**src/rtl/unused_placeholder_never.sv**
```systemverilog
`default_nettype none
`default_nettype wire

```
**src/rtl/pifb_pkg.sv**
```systemverilog
// Purpose: constants and types shared by the peripheral interrupt flag bank
// Assumes: one clock, 32-bit register bus, one register per aligned word
// Notes: flag and enable registers are 8 bits wide in the low lane
`default_nettype none

package pifb_pkg;

   // ************************************************************
   // register byte offsets
   // ************************************************************
   localparam logic [7:0] PIFB_OFF_FLAGS2 = 8'h00;
   localparam logic [7:0] PIFB_OFF_FLAGS3 = 8'h04;
   localparam logic [7:0] PIFB_OFF_FLAGS4 = 8'h08;
   localparam logic [7:0] PIFB_OFF_EN2 = 8'h0c;
   localparam logic [7:0] PIFB_OFF_EN3 = 8'h10;
   localparam logic [7:0] PIFB_OFF_EN4 = 8'h14;
   localparam logic [7:0] PIFB_OFF_CTRL = 8'h18;
   localparam logic [7:0] PIFB_OFF_STAT = 8'h1c;
   localparam logic [7:0] PIFB_OFF_MASK = 8'h20;

   // ************************************************************
   // implemented bits of each group (flags and enables alike)
   // ************************************************************
   localparam logic [7:0] PIFB_IMPL2 = 8'hf9;
   localparam logic [7:0] PIFB_IMPL3 = 8'h3a;
   localparam logic [7:0] PIFB_IMPL4 = 8'h03;

   // ************************************************************
   // field positions
   // ************************************************************
   localparam int PIFB_B_OSC_FAIL = 7;
   localparam int PIFB_B_CMP_TWO = 6;
   localparam int PIFB_B_CMP_ONE = 5;
   localparam int PIFB_B_NV_DONE = 4;
   localparam int PIFB_B_SER1_COLL = 3;
   localparam int PIFB_B_CAP_TWO = 0;
   localparam int PIFB_B_CAP_FOUR = 5;
   localparam int PIFB_B_CAP_THREE = 4;
   localparam int PIFB_B_TMR_SIX = 3;
   localparam int PIFB_B_TMR_FOUR = 1;
   localparam int PIFB_B_SER2_COLL = 1;
   localparam int PIFB_B_SER2_DONE = 0;
   localparam int PIFB_B_GLOBAL_EN = 7;
   localparam int PIFB_B_PERIPH_EN = 6;

   // ************************************************************
   // reset values and widths
   // ************************************************************
   localparam logic [7:0] PIFB_RST_BYTE = 8'h00;
   localparam int PIFB_STAT_W = 3;
   localparam logic [2:0] PIFB_RST_STAT = 3'h0;
   localparam logic [31:0] PIFB_RST_WORD = 32'h0000_0000;

   // bus slave states, one-hot
   typedef enum logic [3:0] {
      PIFB_ST_IDLE = 4'b0001,
      PIFB_ST_WRITE = 4'b0010,
      PIFB_ST_RD_WAIT = 4'b0100,
      PIFB_ST_RD_DONE = 4'b1000
   } pifb_state_t;

   // word address match, used for both write and read decode
   function automatic logic pifb_hit(input logic [7:0] addr,
                                     input logic [7:0] off);
      pifb_hit = (addr[7:2] == off[7:2]);
   endfunction

   // any flag pending together with its enable
   function automatic logic pifb_any(input logic [7:0] flags,
                                     input logic [7:0] enables);
      pifb_any = |(flags & enables);
   endfunction

endpackage

`default_nettype wire

```
**src/rtl/pifb_flag_reg.sv**
```systemverilog
// Purpose: one 8-bit group of sticky peripheral flags
// Assumes: hw_set bits are one-cycle pulses from the peripherals
// Notes: a hardware set in the cycle of a software write wins
`default_nettype none

module pifb_flag_reg
   import pifb_pkg::*;
#(
   parameter logic [7:0] IMPL_MASK = 8'hff
) (
   input wire logic core_clk,
   input wire logic nrst,
   input wire logic [7:0] hw_set,
   input wire logic wr_en,
   input wire logic [7:0] wr_data,
   output logic [7:0] flags,
   output logic set_evt
);

   typedef struct packed {
      logic [7:0] flags;
   } pifb_flag_t;

   pifb_flag_t cur;
   pifb_flag_t next_cur;

   // ************************************************************
   // next value
   // ************************************************************
   // set ORed after write, so an event is never lost to a clear
   always_comb begin
      next_cur = cur;
      if (wr_en) begin
         next_cur.flags = wr_data;
      end
      next_cur.flags = (next_cur.flags | hw_set) & IMPL_MASK;
   end

   // async reset to zero
   always_ff @(posedge core_clk or negedge nrst) begin
      if (!nrst) begin
         cur.flags <= PIFB_RST_BYTE; // RULE_04
      end else begin
         cur <= next_cur;
      end
   end

   assign flags = cur.flags;
   assign set_evt = |(hw_set & IMPL_MASK);

endmodule

`default_nettype wire

```
**src/rtl/pifb_sticky_status.sv**
```systemverilog
// Purpose: sticky event status, cleared by a read
// Assumes: rd_clr pulses once per status read
// Notes: a set in the clearing cycle survives the clear
`default_nettype none

module pifb_sticky_status
   import pifb_pkg::*;
(
   input wire logic core_clk,
   input wire logic nrst,
   input wire logic [PIFB_STAT_W-1:0] sets,
   input wire logic rd_clr,
   output logic [PIFB_STAT_W-1:0] status
);

   typedef struct packed {
      logic [PIFB_STAT_W-1:0] status;
   } pifb_stat_t;

   pifb_stat_t cur;
   pifb_stat_t next_cur;

   // read clears, sets win
   always_comb begin
      next_cur = cur;
      if (rd_clr) begin
         next_cur.status = PIFB_RST_STAT;
      end
      next_cur.status = next_cur.status | sets;
   end

   always_ff @(posedge core_clk or negedge nrst) begin
      if (!nrst) begin
         cur.status <= PIFB_RST_STAT;
      end else begin
         cur <= next_cur;
      end
   end

   assign status = cur.status;

endmodule

`default_nettype wire

```
**src/rtl/pifb_flag_bank.sv**
```systemverilog
// Purpose: peripheral interrupt flag bank, groups two to four, on AHB-Lite
// Assumes: single word transfers, one slave, event inputs are pulses
// Notes: reads take one wait state, writes none; response always OKAY
//
// How it works
// [RULE_01] each flag sets on its event whatever the enables hold.
// [RULE_02] software should clear a flag before enabling its source.
// [RULE_03] unimplemented flag bits read zero and ignore writes.
// [RULE_04] every flag resets to zero on any reset.
// [RULE_05] group two holds osc fail, comparators, nv write, collision, ccp2.
// [RULE_06] group three holds ccp4, ccp3, timer six and timer four matches.
// [RULE_07] serial two collision sets on detection and holds until cleared.
// [RULE_08] serial two done sets on completion and holds until cleared.
// [RULE_09] each flag reads one while pending and is writable by software.
// [RULE_10] a request is raised while any flag meets its own enable bit.
//
// The address map and register access over AHB-Lite were left to the implementer.
`default_nettype none

module pifb_flag_bank
   import pifb_pkg::*;
(
   input wire logic core_clk,
   input wire logic nrst,
   input wire logic hsel,
   input wire logic [31:0] haddr,
   input wire logic [1:0] htrans,
   input wire logic hwrite,
   input wire logic [2:0] hsize,
   input wire logic [31:0] hwdata,
   input wire logic hready,
   output logic [31:0] hrdata,
   output logic hreadyout,
   output logic hresp,
   input wire logic osc_fail_event,
   input wire logic comparator_two_event,
   input wire logic comparator_one_event,
   input wire logic nv_write_done_event,
   input wire logic serial_one_collision_event,
   input wire logic capcomp_two_event,
   input wire logic capcomp_four_event,
   input wire logic capcomp_three_event,
   input wire logic timer_six_match_event,
   input wire logic timer_four_match_event,
   input wire logic serial_two_collision_event,
   input wire logic serial_two_done_event,
   output logic periph_irq_req,
   output logic cpu_irq_req,
   output logic irq
);

   // ************************************************************
   // state
   // ************************************************************
   typedef struct packed {
      pifb_state_t state;
      logic [7:0] addr;
      logic [31:0] rdata;
      logic [7:0] en2;
      logic [7:0] en3;
      logic [7:0] en4;
      logic [7:0] ctrl;
      logic [PIFB_STAT_W-1:0] mask;
   } pifb_main_t;

   pifb_main_t cur;
   pifb_main_t next_cur;

   logic [7:0] set2;
   logic [7:0] set3;
   logic [7:0] set4;
   logic [7:0] flags2;
   logic [7:0] flags3;
   logic [7:0] flags4;
   logic [PIFB_STAT_W-1:0] stat_sets;
   logic [PIFB_STAT_W-1:0] status;
   logic accept;
   logic in_write;
   logic wr_f2;
   logic wr_f3;
   logic wr_f4;
   logic rd_clr;
   logic [31:0] rd_mux;

   // ************************************************************
   // event mapping onto flag positions
   // ************************************************************
   // each group gathers its peripheral pulses; no enable gating
   always_comb begin
      set2 = PIFB_RST_BYTE;
      set3 = PIFB_RST_BYTE;
      set4 = PIFB_RST_BYTE;
      set2[PIFB_B_OSC_FAIL] = osc_fail_event; // RULE_05
      set2[PIFB_B_CMP_TWO] = comparator_two_event; // RULE_05
      set2[PIFB_B_CMP_ONE] = comparator_one_event; // RULE_05
      set2[PIFB_B_NV_DONE] = nv_write_done_event; // RULE_05
      set2[PIFB_B_SER1_COLL] = serial_one_collision_event; // RULE_05
      set2[PIFB_B_CAP_TWO] = capcomp_two_event; // RULE_05
      set3[PIFB_B_CAP_FOUR] = capcomp_four_event; // RULE_06
      set3[PIFB_B_CAP_THREE] = capcomp_three_event; // RULE_06
      set3[PIFB_B_TMR_SIX] = timer_six_match_event; // RULE_06
      set3[PIFB_B_TMR_FOUR] = timer_four_match_event; // RULE_06
      set4[PIFB_B_SER2_COLL] = serial_two_collision_event; // RULE_07
      set4[PIFB_B_SER2_DONE] = serial_two_done_event; // RULE_08
   end

   // ************************************************************
   // bus decode
   // ************************************************************
   // writes land in the data phase, straight from the held address
   assign accept = hsel && hready && htrans[1];
   assign in_write = (cur.state == PIFB_ST_WRITE);
   assign wr_f2 = in_write && pifb_hit(cur.addr, PIFB_OFF_FLAGS2); // RULE_09
   assign wr_f3 = in_write && pifb_hit(cur.addr, PIFB_OFF_FLAGS3); // RULE_09
   assign wr_f4 = in_write && pifb_hit(cur.addr, PIFB_OFF_FLAGS4); // RULE_09
   assign rd_clr = (cur.state == PIFB_ST_RD_WAIT) &&
                   pifb_hit(cur.addr, PIFB_OFF_STAT);

   // ************************************************************
   // flag groups
   // ************************************************************
   pifb_flag_reg #(
      .IMPL_MASK(PIFB_IMPL2)
   ) u_flags2 (
      .core_clk(core_clk),
      .nrst(nrst),
      .hw_set(set2), // RULE_01
      .wr_en(wr_f2),
      .wr_data(hwdata[7:0]),
      .flags(flags2),
      .set_evt(stat_sets[0])
   );

   pifb_flag_reg #(
      .IMPL_MASK(PIFB_IMPL3)
   ) u_flags3 (
      .core_clk(core_clk),
      .nrst(nrst),
      .hw_set(set3), // RULE_01
      .wr_en(wr_f3),
      .wr_data(hwdata[7:0]),
      .flags(flags3),
      .set_evt(stat_sets[1])
   );

   pifb_flag_reg #(
      .IMPL_MASK(PIFB_IMPL4)
   ) u_flags4 (
      .core_clk(core_clk),
      .nrst(nrst),
      .hw_set(set4), // RULE_01
      .wr_en(wr_f4),
      .wr_data(hwdata[7:0]),
      .flags(flags4),
      .set_evt(stat_sets[2])
   );

   // new-flag events per group, cleared by reading the status word
   pifb_sticky_status u_status (
      .core_clk(core_clk),
      .nrst(nrst),
      .sets(stat_sets),
      .rd_clr(rd_clr),
      .status(status)
   );

   // ************************************************************
   // read multiplexer
   // ************************************************************
   // unmapped words and unimplemented bits read as zero
   always_comb begin
      rd_mux = PIFB_RST_WORD;
      if (pifb_hit(cur.addr, PIFB_OFF_FLAGS2)) begin
         rd_mux[7:0] = flags2 & PIFB_IMPL2; // RULE_03
      end else if (pifb_hit(cur.addr, PIFB_OFF_FLAGS3)) begin
         rd_mux[7:0] = flags3 & PIFB_IMPL3; // RULE_03
      end else if (pifb_hit(cur.addr, PIFB_OFF_FLAGS4)) begin
         rd_mux[7:0] = flags4 & PIFB_IMPL4; // RULE_03
      end else if (pifb_hit(cur.addr, PIFB_OFF_EN2)) begin
         rd_mux[7:0] = cur.en2;
      end else if (pifb_hit(cur.addr, PIFB_OFF_EN3)) begin
         rd_mux[7:0] = cur.en3;
      end else if (pifb_hit(cur.addr, PIFB_OFF_EN4)) begin
         rd_mux[7:0] = cur.en4;
      end else if (pifb_hit(cur.addr, PIFB_OFF_CTRL)) begin
         rd_mux[7:0] = cur.ctrl;
      end else if (pifb_hit(cur.addr, PIFB_OFF_STAT)) begin
         rd_mux[PIFB_STAT_W-1:0] = status;
      end else if (pifb_hit(cur.addr, PIFB_OFF_MASK)) begin
         rd_mux[PIFB_STAT_W-1:0] = cur.mask;
      end
   end

   // ************************************************************
   // bus slave and control registers
   // ************************************************************
   // reads wait one cycle so a write just before is seen
   always_comb begin
      next_cur = cur;
      case (cur.state)
         PIFB_ST_IDLE, PIFB_ST_WRITE, PIFB_ST_RD_DONE: begin
            if (accept) begin
               next_cur.addr = haddr[7:0];
               next_cur.state = hwrite ? PIFB_ST_WRITE : PIFB_ST_RD_WAIT;
            end else begin
               next_cur.state = PIFB_ST_IDLE;
            end
         end
         PIFB_ST_RD_WAIT: begin
            next_cur.rdata = rd_mux;
            next_cur.state = PIFB_ST_RD_DONE;
         end
         default: begin
            next_cur.state = PIFB_ST_IDLE;
         end
      endcase
      if (in_write) begin
         if (pifb_hit(cur.addr, PIFB_OFF_EN2)) begin
            next_cur.en2 = hwdata[7:0] & PIFB_IMPL2;
         end
         if (pifb_hit(cur.addr, PIFB_OFF_EN3)) begin
            next_cur.en3 = hwdata[7:0] & PIFB_IMPL3;
         end
         if (pifb_hit(cur.addr, PIFB_OFF_EN4)) begin
            next_cur.en4 = hwdata[7:0] & PIFB_IMPL4;
         end
         if (pifb_hit(cur.addr, PIFB_OFF_CTRL)) begin
            next_cur.ctrl = hwdata[7:0];
         end
         if (pifb_hit(cur.addr, PIFB_OFF_MASK)) begin
            next_cur.mask = hwdata[PIFB_STAT_W-1:0];
         end
      end
   end

   // all control state clears on reset
   always_ff @(posedge core_clk or negedge nrst) begin
      if (!nrst) begin
         cur.state <= PIFB_ST_IDLE;
         cur.addr <= PIFB_RST_BYTE;
         cur.rdata <= PIFB_RST_WORD;
         cur.en2 <= PIFB_RST_BYTE;
         cur.en3 <= PIFB_RST_BYTE;
         cur.en4 <= PIFB_RST_BYTE;
         cur.ctrl <= PIFB_RST_BYTE;
         cur.mask <= PIFB_RST_STAT;
      end else begin
         cur <= next_cur;
      end
   end

   // ************************************************************
   // outputs
   // ************************************************************
   assign hrdata = cur.rdata;
   assign hreadyout = (cur.state != PIFB_ST_RD_WAIT);
   assign hresp = 1'b0;
   // request pairs each flag with the enable at the same position
   assign periph_irq_req = pifb_any(flags2, cur.en2) ||
                           pifb_any(flags3, cur.en3) ||
                           pifb_any(flags4, cur.en4); // RULE_10
   assign cpu_irq_req = periph_irq_req && cur.ctrl[PIFB_B_GLOBAL_EN] &&
                        cur.ctrl[PIFB_B_PERIPH_EN];
   assign irq = |(status & cur.mask);

   // ************************************************************
   // checks
   // ************************************************************
   a_set_ignores_en: assert property (@(posedge core_clk) disable iff (!nrst)
      comparator_one_event && cur.en2 == 8'h00 |=>
      flags2[PIFB_B_CMP_ONE]) // RULE_01
      else $error("flag not set with enables off");

   a_unimpl_zero: assert property (@(posedge core_clk) disable iff (!nrst)
      (flags2 & ~PIFB_IMPL2) == 8'h00 && (flags3 & ~PIFB_IMPL3) == 8'h00 &&
      (flags4 & ~PIFB_IMPL4) == 8'h00) // RULE_03
      else $error("unimplemented flag bit set");

   a_reset_clear: assert property (@(posedge core_clk)
      $rose(nrst) |-> flags2 == 8'h00 && flags3 == 8'h00 &&
      flags4 == 8'h00) // RULE_04
      else $error("flags not zero after reset");

   a_osc_fail_pos: assert property (@(posedge core_clk) disable iff (!nrst)
      osc_fail_event |=> flags2[7] ##1 (rd_mux[7] ||
      !pifb_hit(cur.addr, PIFB_OFF_FLAGS2) || $past(wr_f2))) // RULE_05
      else $error("osc fail flag misplaced");

   a_timer_four_pos: assert property (@(posedge core_clk) disable iff (!nrst)
      timer_four_match_event |=> flags3[1]) // RULE_06
      else $error("timer four flag misplaced");

   a_coll_holds: assert property (@(posedge core_clk) disable iff (!nrst)
      flags4[1] && !wr_f4 |=> flags4[1]) // RULE_07
      else $error("collision flag dropped without write");

   a_done_sets: assert property (@(posedge core_clk) disable iff (!nrst)
      serial_two_done_event |=> flags4[0] [*1] ##0
      $past(serial_two_done_event)) // RULE_08
      else $error("done flag not set");

   a_write_reads: assert property (@(posedge core_clk) disable iff (!nrst)
      wr_f2 && set2 == 8'h00 |=>
      flags2 == ($past(hwdata[7:0]) & PIFB_IMPL2)) // RULE_09
      else $error("flag write not stored");

   a_read_value: assert property (@(posedge core_clk) disable iff (!nrst)
      cur.state == PIFB_ST_RD_WAIT && pifb_hit(cur.addr, PIFB_OFF_FLAGS3)
      |=> hreadyout && hrdata[7:0] == $past(flags3)) // RULE_09
      else $error("flag read wrong");

   a_req_follows: assert property (@(posedge core_clk) disable iff (!nrst)
      periph_irq_req == (|(flags2 & cur.en2) | |(flags3 & cur.en3) |
      |(flags4 & cur.en4))) // RULE_10
      else $error("request not matching flags and enables");

endmodule

`default_nettype wire

```
**config.mk**
```make
export PLATFORM = sky130hd
export DESIGN_NAME = pifb_flag_bank
export DESIGN_NICKNAME = d
export VERILOG_FILES = /design/src/rtl/unused_placeholder_never.sv /design/src/rtl/pifb_pkg.sv /design/src/rtl/pifb_flag_reg.sv /design/src/rtl/pifb_sticky_status.sv /design/src/rtl/pifb_flag_bank.sv
export SDC_FILE = /design/constraint.sdc
export NUM_CORES = 1
export LEC_CHECK = 0
export BUFFER_PORTS_ARGS = -buffer_cell sky130_fd_sc_hd__buf_2
export CAP_MARGIN = 20
export CORE_AREA = 2 2 83 85
export DETAILED_ROUTE_END_ITERATION = 8
export DIE_AREA = 0 0 85 87
export GPL_TIMING_DRIVEN = 0
export HOLD_SLACK_MARGIN = 0.05
export PLACE_DENSITY_LB_ADDON = 0.1
export SLEW_MARGIN = 20
export SYNTH_ARGS = -nofsm -noshare
export SYNTH_HDL_FRONTEND = slang
export SYNTH_SLANG_ARGS = --single-unit
export TNS_END_PERCENT = 10
```
**constraint.sdc**
```tcl
create_clock -name core_clk -period 2.58 [get_ports core_clk]
set_input_delay 0 -clock core_clk [delete_from_list [all_inputs] [get_ports core_clk]]
set_output_delay 0 -clock core_clk [all_outputs]
set_load 0.05 [all_outputs]
```
Word level (Yosys, flattened, before mapping):

Cells that the tools add are included.

* bits of input ports: 86
* RAM bits: 0
* ROM bits: 0
* logic and storage cells: 75
* latch bits: 0
* memories kept: 0
* flip-flop bits (word level): 58
* output and inout bits: 37

* div/mod/pow operators: 0
* bitwise operators: 8
* multiply operators: 0
* equality and inequality tests: 13
* magnitude comparators: 0
* multiplexer cells: 17
* add/subtract/negate cells: 0
* reduce and logical (&&, ||, !) cells: 25
* shift operators: 0

Operators with widths (number)
* $mux 8: 7
* $eq 6x3->1 const B: 4
* $reduce_or 8->1: 3
* $mux 3: 6
* $eq 6x2->1 const B: 2
* $reduce_and 2->1: 6
* $and 8x8->8: 1
* $logic_and 1x1->1: 8
* $or 8x8->8: 1
* $pmux 4 s2: 1
* $and 6x6->6: 1
* $eq 6x1->1 const B: 1
* $eq 6x4->1 const B: 1
* $logic_not 6->1: 1
* $mux 6: 1
* $or 6x6->6: 1
* $reduce_or 3->1: 2
* $reduce_or 6->1: 1
* $mux 5: 1
* $eq 4x1->1 const B: 1
* $eq 4x2->1 const B: 1
* $eq 4x3->1 const B: 1
* $eq 4x4->1 const B: 1
* $ne 4x3->1 const B: 1
* other kinds (8): 9

Depth between registers and ports, before layout:

Gate-level depths: netlist of the first run.

* depth in word-level cells: 10
* gate-level depth with buffers: 7
* gate-level depth less buffers: 5

By module:

A second synthesis of the first run with hierarchy kept.

* cells, all modules: 288
* area total of the unflattened synthesis: 3171.8 um^2

Modules (own cells, without submodules)
* pifb_flag_bank: cells each 224, area an instance 2434.8 um^2, seq. area each 1027.2 um^2, instances 1
* pifb_flag_reg at u_flags2: cells each 25, area an instance 296.5 um^2, seq. area each 150.1 um^2, instances 1
* pifb_flag_reg at u_flags3: cells each 18, area an instance 202.7 um^2, seq. area each 100.1 um^2, instances 1
* pifb_flag_reg at u_flags4: cells each 14, area an instance 136.4 um^2, seq. area each 50.0 um^2, instances 1
* pifb_sticky_status: cells each 7, area an instance 101.3 um^2, seq. area each 75.1 um^2, instances 1

Worst setup path after synthesis of the first run:

Ideal clock, no wire load.

* kind: flip-flop to flip-flop
* from: register cur[76] (netlist name)
* to: register cur (netlist bit hrdata[1])
* arrival: 1.683 ns
* required time: 2.459 ns
* period minus slack after synthesis: 1.804 ns
* buffers on the path: 1
* setup slack: 0.776 ns
* cell stages (with the launch flop): 5
* setup time: 0.121 ns
* cell sequence: dfrtp_1 nor4b_2 inv_1 buf_2 a22o_1

* word-level cells in the longest chain between the ends: 1

RTL lines
* start: declaration: RTL line pifb_flag_bank.sv:66 `pifb_main_t cur;`
* start signal: assignment: RTL line pifb_flag_bank.sv:248 `cur <= next_cur;`
* $eq 4x3->1: RTL line pifb_flag_bank.sv:200 `case (cur.state)`

No other way between the ends.
A chain may end at the register's enable or synchronous reset.

==> results of run 1 <==
-- per-stage QoR --
step	utilization, %	instances	total power, mW	instance area [µm²]	hold slack [ns]
global placement	52.2	434	1.56	3430	0.174
finish	59.5	481	2.10	3910	0.208
floorplan	-	311	1.42	3110	-0.296
CTS	59.1	478	2.11	3880	0.215
global route	59.5	481	2.20	3910	0.251
detailed placement	52.2	434	1.57	3430	0.0981
-- cells in the final DEF (no fill, tap or decap), types with 4 or more instances in the layout --
master | synthesis | final
o22ai_1 | 8 | 8
clkbuf_8 | 0 | 5
buf_4 | 33 | 37
buf_2 | 5 | 47
a21oi_1 | 13 | 13
nand3_1 | 8 | 8
nand2_1 | 28 | 28
inv_1 | 5 | 5
a211o_1 | 7 | 7
dfrtp_1 | 55 | 55
a22o_1 | 5 | 5
and3_1 | 4 | 4
mux2_2 | 31 | 31
nor2b_1 | 15 | 15
nand3b_1 | 7 | 7
conb_1 | 1 | 25
o21ai_0 | 6 | 6
nor2_1 | 11 | 11
dlygate4sd3_1 | 0 | 36
-- cell families (layout without fill, tap and decap cells) --
| kind of cell | Yosys count | count (layout) | share of synthesized area, % |
|---|---|---|---|
| buffers and inverters | 48 | 138 | 10.3 |
| multiplexers | 32 | 32 | 11.9 |
| other | 1 | 25 | 0.124 |
| flip-flops | 56 | 56 | 46.4 |
| AO/OA/AOI/OAI | 56 | 56 | 13.0 |
| XOR/XNOR | 1 | 1 | 0.290 |
| AND/OR/NAND/NOR | 93 | 93 | 18.0 |
-- sequential cells by signal (all words and copies together), names as in the netlist --
signal,count
u_flags2.flags,6
cur,33
hrdata,8
u_flags4.flags,2
u_flags3.flags,4
u_status.status,3
-- power by group --
group	switching, mW	internal, mW
logic	0.388	0.242
clock network	0.301	0.199
registers	0.0375	0.929
-- metal layers --
layer	GRT usage, %	part of all wire, %
met5	0	0
met4	5.48	1.7
met3	3.79	5.3
met2	34.2	47
met1	28.3	46
-- timing repair --
item / 4_1_cts / 5_1_grt
resized for setup: 0 / 1
endpoints found under the hold margin: 98 / 0
buffers inserted: 0 / 3
endpoints found under the setup margin: 0 / 7
hold buffers: 36 / 0
-- how the worst max path moves through the flow --
| stage | startpoint | depth (start not counted) | slack (ns) | end |
|---|---|---|---|---|
| floorplan | cur[76]$_DFF_PN0_ | 4 | 0.78 | hrdata[1]$_DFFE_PN0N_ |
| global placement | cur[74]$_DFFE_PN0P_ | 4 | 0.32 | u_status.status[2]$_DFF_PN0_ |
| detailed placement | cur[74]$_DFFE_PN0P_ | 4 | 0.30 | u_status.status[2]$_DFF_PN0_ |
| CTS | cur[78]$_DFF_PN0_ | 6 | 0.02 | u_flags3.flags[3]$_DFF_PN0_ |
| global route | cur[76]$_DFF_PN0_ | 4 | 0.11 | hreadyout |
| finish | cur[74]$_DFFE_PN0P_ | 6 | 0.28 | u_flags3.flags[5]$_DFF_PN0_ |
-- synthesized netlist by cell type (4+ instances only) --
master,count
o21ai_0,6
dfrtp_1,55
a211o_1,7
a21oi_1,13
mux2_2,31
and3_1,4
nand3b_1,7
nor2b_1,15
inv_1,5
a22o_1,5
nand2_1,28
buf_2,5
buf_4,33
o22ai_1,8
nand3_1,8
nor2_1,11
-- layout make-up --
class | count | area [µm²] | share of cell area [%]
tap | 80 | 100 | 2.56
multi-input combinational | 207 | 1400 | 35.9
clock inverter | 3 | 25.0 | 0.640
inverter | 5 | 18.8 | 0.480
buffer | 43 | 292 | 7.46
clock buffer | 5 | 68.8 | 1.76
timing repair buffer | 82 | 601 | 15.4
sequential | 56 | 1400 | 35.9
-- worst reg2reg max path, stage by stage (launching register included) --
cell	delay, ns
dfrtp_1	0.43
nor3_2	0.44
nand3b_4	0.19
nor2b_4	0.24
nor2b_1	0.08
a211o_1	0.27
dlygate4sd3_1	0.56
==> results.yml, run 1 <==
setup_path:
  path_cells: "nor3_2 > nand3b_4 > nor2b_4 > nor2b_1 > a211o_1 > dlygate4sd3_1"
  worstPathMaxFanout: 8
  cp_slowest_stage_delay_ns: 0.56
  r2r-start: "cur[74]$_DFFE_PN0P_"
  path_buf_inv: 1
  cp-start-kind: "flip-flop"
  reg2reg_depth: 6
  path_delay_family: "simple AND/OR/NAND/NOR gates"
  critPathRequiredTime_ns: 2.79
  critPathKind: "flip-flop to flip-flop"
  cp-end-kind: "flip-flop"
  timing.reg2reg.setup_slack_ns: 0.28
  cp_slowest_cell: "dlygate4sd3_1"
  r2r_end: "u_flags3.flags[5]$_DFF_PN0_"
  crit_arrival_ns: 2.51
power:
  power_leakage_nw: 1.81
  power.density_mw_per_mm2: 536
  peakVddDrop_mv: 0.299
global_route:
  grt_pass1_wl_mm: 12.1
  grt_pass1_vias: 2409
  grt_usage_pct: 20.7
  grt_max_degree: 57
  overflow: 0
  antenna_found_initial: 0
drt:
  drc: 0
  vias: 2471
  routedWlPerCell_um: 15.3
  drt_iter0_drc: 172
  vias_per_cell: 5.14
  drt_wl_total_mm: 7.34
  ant_nets: 0
  firstDrtPassIters: 4
floorplanning:
  ios: 123
  dieWidth_um: 85
  die_h_um: 87
  dieArea_mm2: 0.00740
  core-area_mm2: 0.00657
  rows: 30
  initial_core_util_pct: 46.0
placed_design:
  dp_hpwl_mm: 5.23
  io_buffers: 43
  pre_cts_slack_ns: 0.302
  gp_congestion: 0.820
synthesis:
  yosys_warnings: 0
  async_reset_ff_share_pct: 100
  synth_top_area_share_pct: 45.6
  ys_ff_latch: 56
  synth_edf_count: 0
  ys_seq_area_share_pct: 46.4
  synth_cells: 287
  synthTopCellsByArea: "dfrtp_1 46%, mux2_2 12%, buf_4 8.2%"
  synthDistinctLibCells: 46
  syn_area_mm2: 0.00302
  syn_avg_cell_area_um2: 10.5
  yosys.area.top_type: "dfrtp_1"
  synth_flop_cell: "dfrtp_1"
min_path:
  min_to: "cur[77]$_DFF_PN0_"
  hold_depth: 4
  hold_start: "hready"
  hp-class: "input pin to flip-flop"
clock_network:
  cts_max_level: 2
  cts_tree: "yes"
  clk_path_buf_depth: 2
  path_clk_slew_ns: 0.11
  cts_made_buffers: 5
  clk_latency_ns: 0.31
  numClockSinks: 56
  clockRootBuffer: "clkbuf_8"
sta:
  fin_crit_ns: 2.30
  worst_pin_slew_ns: 0.898
  rsz0062_at_grt: "no"
  setup_tns_ns: 0
  finClkSkew_ns: 0.0105
  period_share_pct: 89.2
  max_freq_mhz: 435
  report.final.hold_viol_count: 0
  setup_slack_ns: 0.279
  maxSlewHeadroom_pct: 40.0
  drv_slew: 0
  finalSetupViolCount: 0
layout:
  nNetsFinal: 486
  num_antenna_cells: 0
  area_growth_pct: 29.5
  fillerInstances: 586
  layout-drive-gt1-share_pct: 33.2
run:
  cap_viol_max_count: 0
outcome:
  status: "finished, final reports clean"
Power figures use the tool's default switching activity.
==> run 2, diff against run 1 <==
Settings changed: PLACE_DENSITY set to 0.81, PLACE_DENSITY_LB_ADDON 0.1 to unset.
==> results.yml, run 2 (synthesis gave the netlist of run 1 again) <==
layout:
  fillerInstances: 557
  most-common-layout-cells: "54 x dfrtp_1, 47 x buf_2, 36 x dlygate4sd3_1"
  layout-drive-gt1-share_pct: 32.8
  num_antenna_cells: 0
  top_register: "cur"
  area_growth_pct: 31.3
  nNetsFinal: 484
  final_common_cell: "dfrtp_1"
  stdcell_area_mm2: 0.00397
  largest_reg_flops: 33
  final_util_pct: 60.4
sta:
  period_share_pct: 100
  fin_crit_ns: 2.59
  report.final.hold_viol_count: 0
  drv_slew: 0
  rsz0062_at_grt: "yes"
  finClkSkew_ns: 0.00623
  maxSlewHeadroom_pct: 41.1
  setup_slack_ns: -0.00886
  max_freq_mhz: 386
  finalSetupViolCount: 1
  worst_pin_slew_ns: 0.881
global_route:
  grt_max_degree: 57
  antenna_found_initial: 0
  overflow: 0
  grt_pass1_vias: 2361
  grt_pass1_wl_mm: 11.4
  grt_usage_pct: 19.5
power:
  p_sw_share_pct: 29.7
  peakVddDrop_mv: 0.312
  p_int_mw: 1.65
  p_clk_share_pct: 32.3
  p_sw_mw: 0.698
  power_leakage_nw: 1.83
  power.density_mw_per_mm2: 593
  p_seq_share_pct: 41.1
  pwr-share-comb_pct: 26.5
floorplanning:
  dieWidth_um: 85
  dieArea_mm2: 0.00740
  core-area_mm2: 0.00657
  rows: 30
  initial_core_util_pct: 46.0
  die_h_um: 87
  ios: 123
drt:
  drt_iter0_drc: 317
  vias: 2546
  ant_nets: 0
  vias_per_cell: 5.32
  routedWlPerCell_um: 14.9
  drt_wl_total_mm: 7.14
  firstDrtPassIters: 5
  drc: 0
clock_network:
  cts_max_level: 2
  clk_path_buf_depth: 2
  path_clk_slew_ns: 0.10
  clk_latency_ns: 0.31
  clockRootBuffer: "clkbuf_8"
  numClockSinks: 56
  post-cts-setup-buffers: 0
  cts_tree: "yes"
  cts_made_buffers: 5
setup_path:
  path_cells: "nor4b_4 > nand3b_4 > nor2b_4 > nor2b_1 > a211o_1 > dlygate4sd3_1"
  critPathKind: "flip-flop to flip-flop"
  worstPathMaxFanout: 10
  cp_slowest_stage_delay_ns: 0.69
  crit_arrival_ns: 2.79
  cp_slowest_cell: "nor4b_4"
  critPathRequiredTime_ns: 2.78
  cp-end-kind: "flip-flop"
  cp-start-kind: "flip-flop"
placed_design:
  gp_congestion: 0.896
  io_buffers: 43
  placed_cell_area_mm2: 0.00343
  dp_hpwl_mm: 5.15
  pre_cts_slack_ns: 0.322
outcome:
  status: "finished with violations"
  failed_checks: "setup timing"
min_path:
  hp-class: "input pin to flip-flop"
run:
  cap_viol_max_count: 0
[run 2: changes by cell type in the layout (fill, tap and decap cells not counted)]
cell            delta
buf_4              -3
bufinv_16          +3
clkinvlp_4         -1
dfrtp_1            -1
dfrtp_2            +1
dlymetal6s4s_1     +1
inv_6              -2
[run 2: path summary, 6_finish.rpt]
kind	end	slack, ns	cells after the start	startpoint
worst max register to register	u_flags3.flags[4]$_DFF_PN0_	-0.009	6	cur[78]$_DFF_PN0_
max in group asynchronous	cur[78]$_DFF_PN0_	1.82	2	nrst
min in group asynchronous	u_flags2.flags[3]$_DFF_PN0_	0.27	2	nrst
worst min register to register	hrdata[5]$_DFFE_PN0N_	0.48	2	hrdata[5]$_DFFE_PN0N_
worst max-delay path	u_flags3.flags[4]$_DFF_PN0_	-0.009	6	cur[78]$_DFF_PN0_
worst min-delay path	cur[76]$_DFF_PN0_	0.23	4	hready
[run 2: final cells by class]
cell class / count / area [µm²] / share of cell area [%]
inverters: 5 / 18.8 / 0.473
multi-input cells: 207 / 1400 / 35.4
plain buffers: 43 / 292 / 7.35
well taps: 80 / 100 / 2.52
clock inverters: 3 / 90.1 / 2.27
clock buffers: 5 / 68.8 / 1.74
repair buffers: 80 / 591 / 14.9
flip-flops and latches: 56 / 1400 / 35.4
[run 2: metrics by stage]
step / std cells / power [mW] / setup TNS (ns) / hold WS (ns)
after floorplan: 311 / 1.42 / 0 / -0.296
after global placement: 434 / 1.55 / 0 / 0.172
after detailed placement: 434 / 1.56 / 0 / 0.0916
after CTS: 479 / 2.36 / 0 / 0.235
after global routing: 479 / 2.45 / -0.317 / 0.268
final: 479 / 2.35 / -0.00886 / 0.229
[run 2: what timing repair did]
item	4_1_cts	5_1_grt
endpoints found under the hold margin	97	0
setup endpoints to repair	0	9
resized for setup	0	3
hold buffers	37	0
[run 2: metal layers]
layer / GRT usage (%) / vias up / routed length, µm
met1: 25.7 / 1193 / 2970
met3: 3.32 / 16 / 567
met2: 32.7 / 139 / 3440
met5: 0 / - / 0
met4: 6.93 / 0 / 157
li1: - / 1198 / -
[run 2: power groups by stage]
stage                     combinational (mW)  sequential (mW)  clock (mW)
after floorplan                        0.452            0.971           0
after detailed placement               0.580            0.983           0
final                                  0.624            0.968       0.760
after global routing                   0.668            0.974       0.805
after CTS                              0.615            0.966       0.776
after global placement                 0.574            0.979           0
[run 2: critical path: cells and delay by family (launching register included)]
| family | cells | cell delay [ns] |
|---|---|---|
| and+or+nand+nor | 4 | 1.19 |
| buffers and inverters | 1 | 0.56 |
| DFF | 1 | 0.45 |
| AOI/OAI and AO/OA | 1 | 0.27 |
==> run 3, diff against run 2 <==
Settings changed: CORE_AREA 2 2 83 85 to 2 2 96 98, DIE_AREA 0 0 85 87 to 0 0 98 100, PLACE_DENSITY 0.81 to 0.64.
==> results.yml, run 3 (synthesis gave the netlist of run 1 again) <==
outcome:
  status: "finished, final reports clean"
setup_path:
  crit_path_start: "cur[78]$_DFF_PN0_"
  cp-end-kind: "flip-flop"
  crit_path_end: "u_flags3.flags[5]$_DFF_PN0_"
  timing.reg2reg.setup_slack_ns: 0.02
  reg2reg_depth: 6
  path_cells: "nor4b_4 > nand3b_4 > nor2b_4 > nor2b_1 > a211o_1 > dlygate4sd3_1"
  cp-start-kind: "flip-flop"
  r2r_end: "u_flags3.flags[5]$_DFF_PN0_"
  r2r-start: "cur[78]$_DFF_PN0_"
  path_buf_inv: 1
  crit_arrival_ns: 2.76
  cp_slowest_stage_delay_ns: 0.68
  cp_slowest_cell: "nor4b_4"
  critPathKind: "flip-flop to flip-flop"
  path_depth: 6
  critPathRequiredTime_ns: 2.78
  worstPathMaxFanout: 10
  path_delay_family: "simple AND/OR/NAND/NOR gates"
clock_network:
  cts_made_buffers: 5
  clk_path_buf_depth: 2
  cts_tree: "yes"
  numClockSinks: 56
  clk_latency_ns: 0.32
  cts_max_level: 2
  clockRootBuffer: "clkbuf_8"
  path_clk_slew_ns: 0.10
layout:
  final_util_pct: 44.5
  area_growth_pct: 30.9
  largest_reg_flops: 33
  num_antenna_cells: 0
  finalNonFillerCells: 509
  nNetsFinal: 483
  layout-drive-gt1-share_pct: 32.7
  most-common-layout-cells: "55 x dfrtp_1, 47 x buf_2, 36 x dlygate4sd3_1"
  top_register: "cur"
  final_common_cell: "dfrtp_1"
drt:
  vias_per_cell: 4.87
  ant_nets: 0
  firstDrtPassIters: 4
  routedWlPerCell_um: 14.3
  drc: 0
  drt_wl_total_mm: 7.29
  drt_iter0_drc: 188
  vias: 2477
sta:
  max_freq_mhz: 391
  maxSlewHeadroom_pct: 39.5
  fin_crit_ns: 2.56
  finalSetupViolCount: 0
  drv_slew: 0
  rsz0062_at_grt: "yes"
  setup_slack_ns: 0.0198
  report.final.hold_viol_count: 0
  period_share_pct: 99.2
  worst_pin_slew_ns: 0.905
  finClkSkew_ns: 0.0110
power:
  p_int_mw: 1.49
  power.density_mw_per_mm2: 556
  power_leakage_nw: 1.81
  p_seq_share_pct: 44.0
  p_sw_share_pct: 32.3
  pwr-share-comb_pct: 28.4
  p_sw_mw: 0.711
  peakVddDrop_mv: 0.258
  p_clk_share_pct: 27.6
global_route:
  met1_usage_pct: 19.9
  grt-busiest-layer: "met2"
  grt_max_degree: 57
  grt_usage_pct: 15.0
  grtUsageMet2_pct: 24.6
  grt_pass1_wl_mm: 11.9
  antenna_found_initial: 0
  use_met3_pct: 2.51
  grt_pass1_vias: 2367
  overflow: 0
floorplanning:
  die_h_um: 100
  initial_core_util_pct: 34.0
  core-area_mm2: 0.00889
  dieWidth_um: 98
  ios: 123
  dieArea_mm2: 0.00980
  rows: 35
placed_design:
  dp_hpwl_mm: 5.32
  dp_cells: 465
  io_buffers: 43
  pre_cts_slack_ns: 0.337
  gp_congestion: 0.867
min_path:
  hp-class: "input pin to flip-flop"
  hold_start: "hready"
run:
  cap_viol_max_count: 0
## run 3: changes by cell type in the layout (fill, tap and decap cells not counted), sizes merged
cell | before | now
bufinv | 3 | 1
dlymetal6s4s | 1 | 0
clkbuf | 8 | 9
clkinv | 0 | 1
## run 3: what timing repair did
item / CTS / global route
gates resized for setup: 0 / 1
setup endpoints to repair: 0 / 7
hold endpoints to repair: 101 / 0
buffers inserted: 0 / 0
hold buffers: 36 / 0
## run 3: worst min path at each step
stage,to,cells after the start
6_report,cur[77]$_DFF_PN0_,4
5_1_grt,cur[76]$_DFF_PN0_,4
3_3_place_gp,cur[77]$_DFF_PN0_,2
3_5_place_dp,cur[74]$_DFFE_PN0P_,1
2_1_floorplan,cur[0]$_DFFE_PN0P_,0
4_1_cts,cur[77]$_DFF_PN0_,4
## run 3: power groups by stage
stage,registers [mW],clock network [mW],logic [mW]
finish,0.967,0.607,0.625
global route,0.974,0.645,0.678
CTS,0.965,0.611,0.620
detailed placement,0.982,0,0.583
global placement,0.980,0,0.581
floorplan,0.971,0,0.452
## run 3: tightest hold or removal path: stages
cell and delay [ns]:
buf_2 0.09, and4b_1 0.17, o211ai_2 0.20, nor2_1 0.07
## run 3: per-stage QoR
stage               area (µm²)  setup TNS (ns)  total power, mW  hold WS [ns]
finish                    3950               0             2.20         0.249
global route              3950          -0.229             2.30         0.289
CTS                       3950               0             2.20         0.251
detailed placement        3470               0             1.57        0.0939
global placement          3460               0             1.56         0.175
floorplan                 3110               0             1.42        -0.296
## run 3: per-layer routing
metal,part of all wire (%),vias up,wire [µm]
li1,-,1192,-
met1,44,1154,3180
met2,47,108,3400
met3,6.9,23,505
met4,2.8,0,206
met5,0,-,0
## run 3: layout make-up
class	instances	area (µm²)
timing repair buffer	79	578
clock buffer	6	82.6
clock inverter	2	38.8
fill	871	4940
sequential	56	1400
multi-input combinational	207	1400
buffer	43	292
tap	111	139
inverter	5	18.8
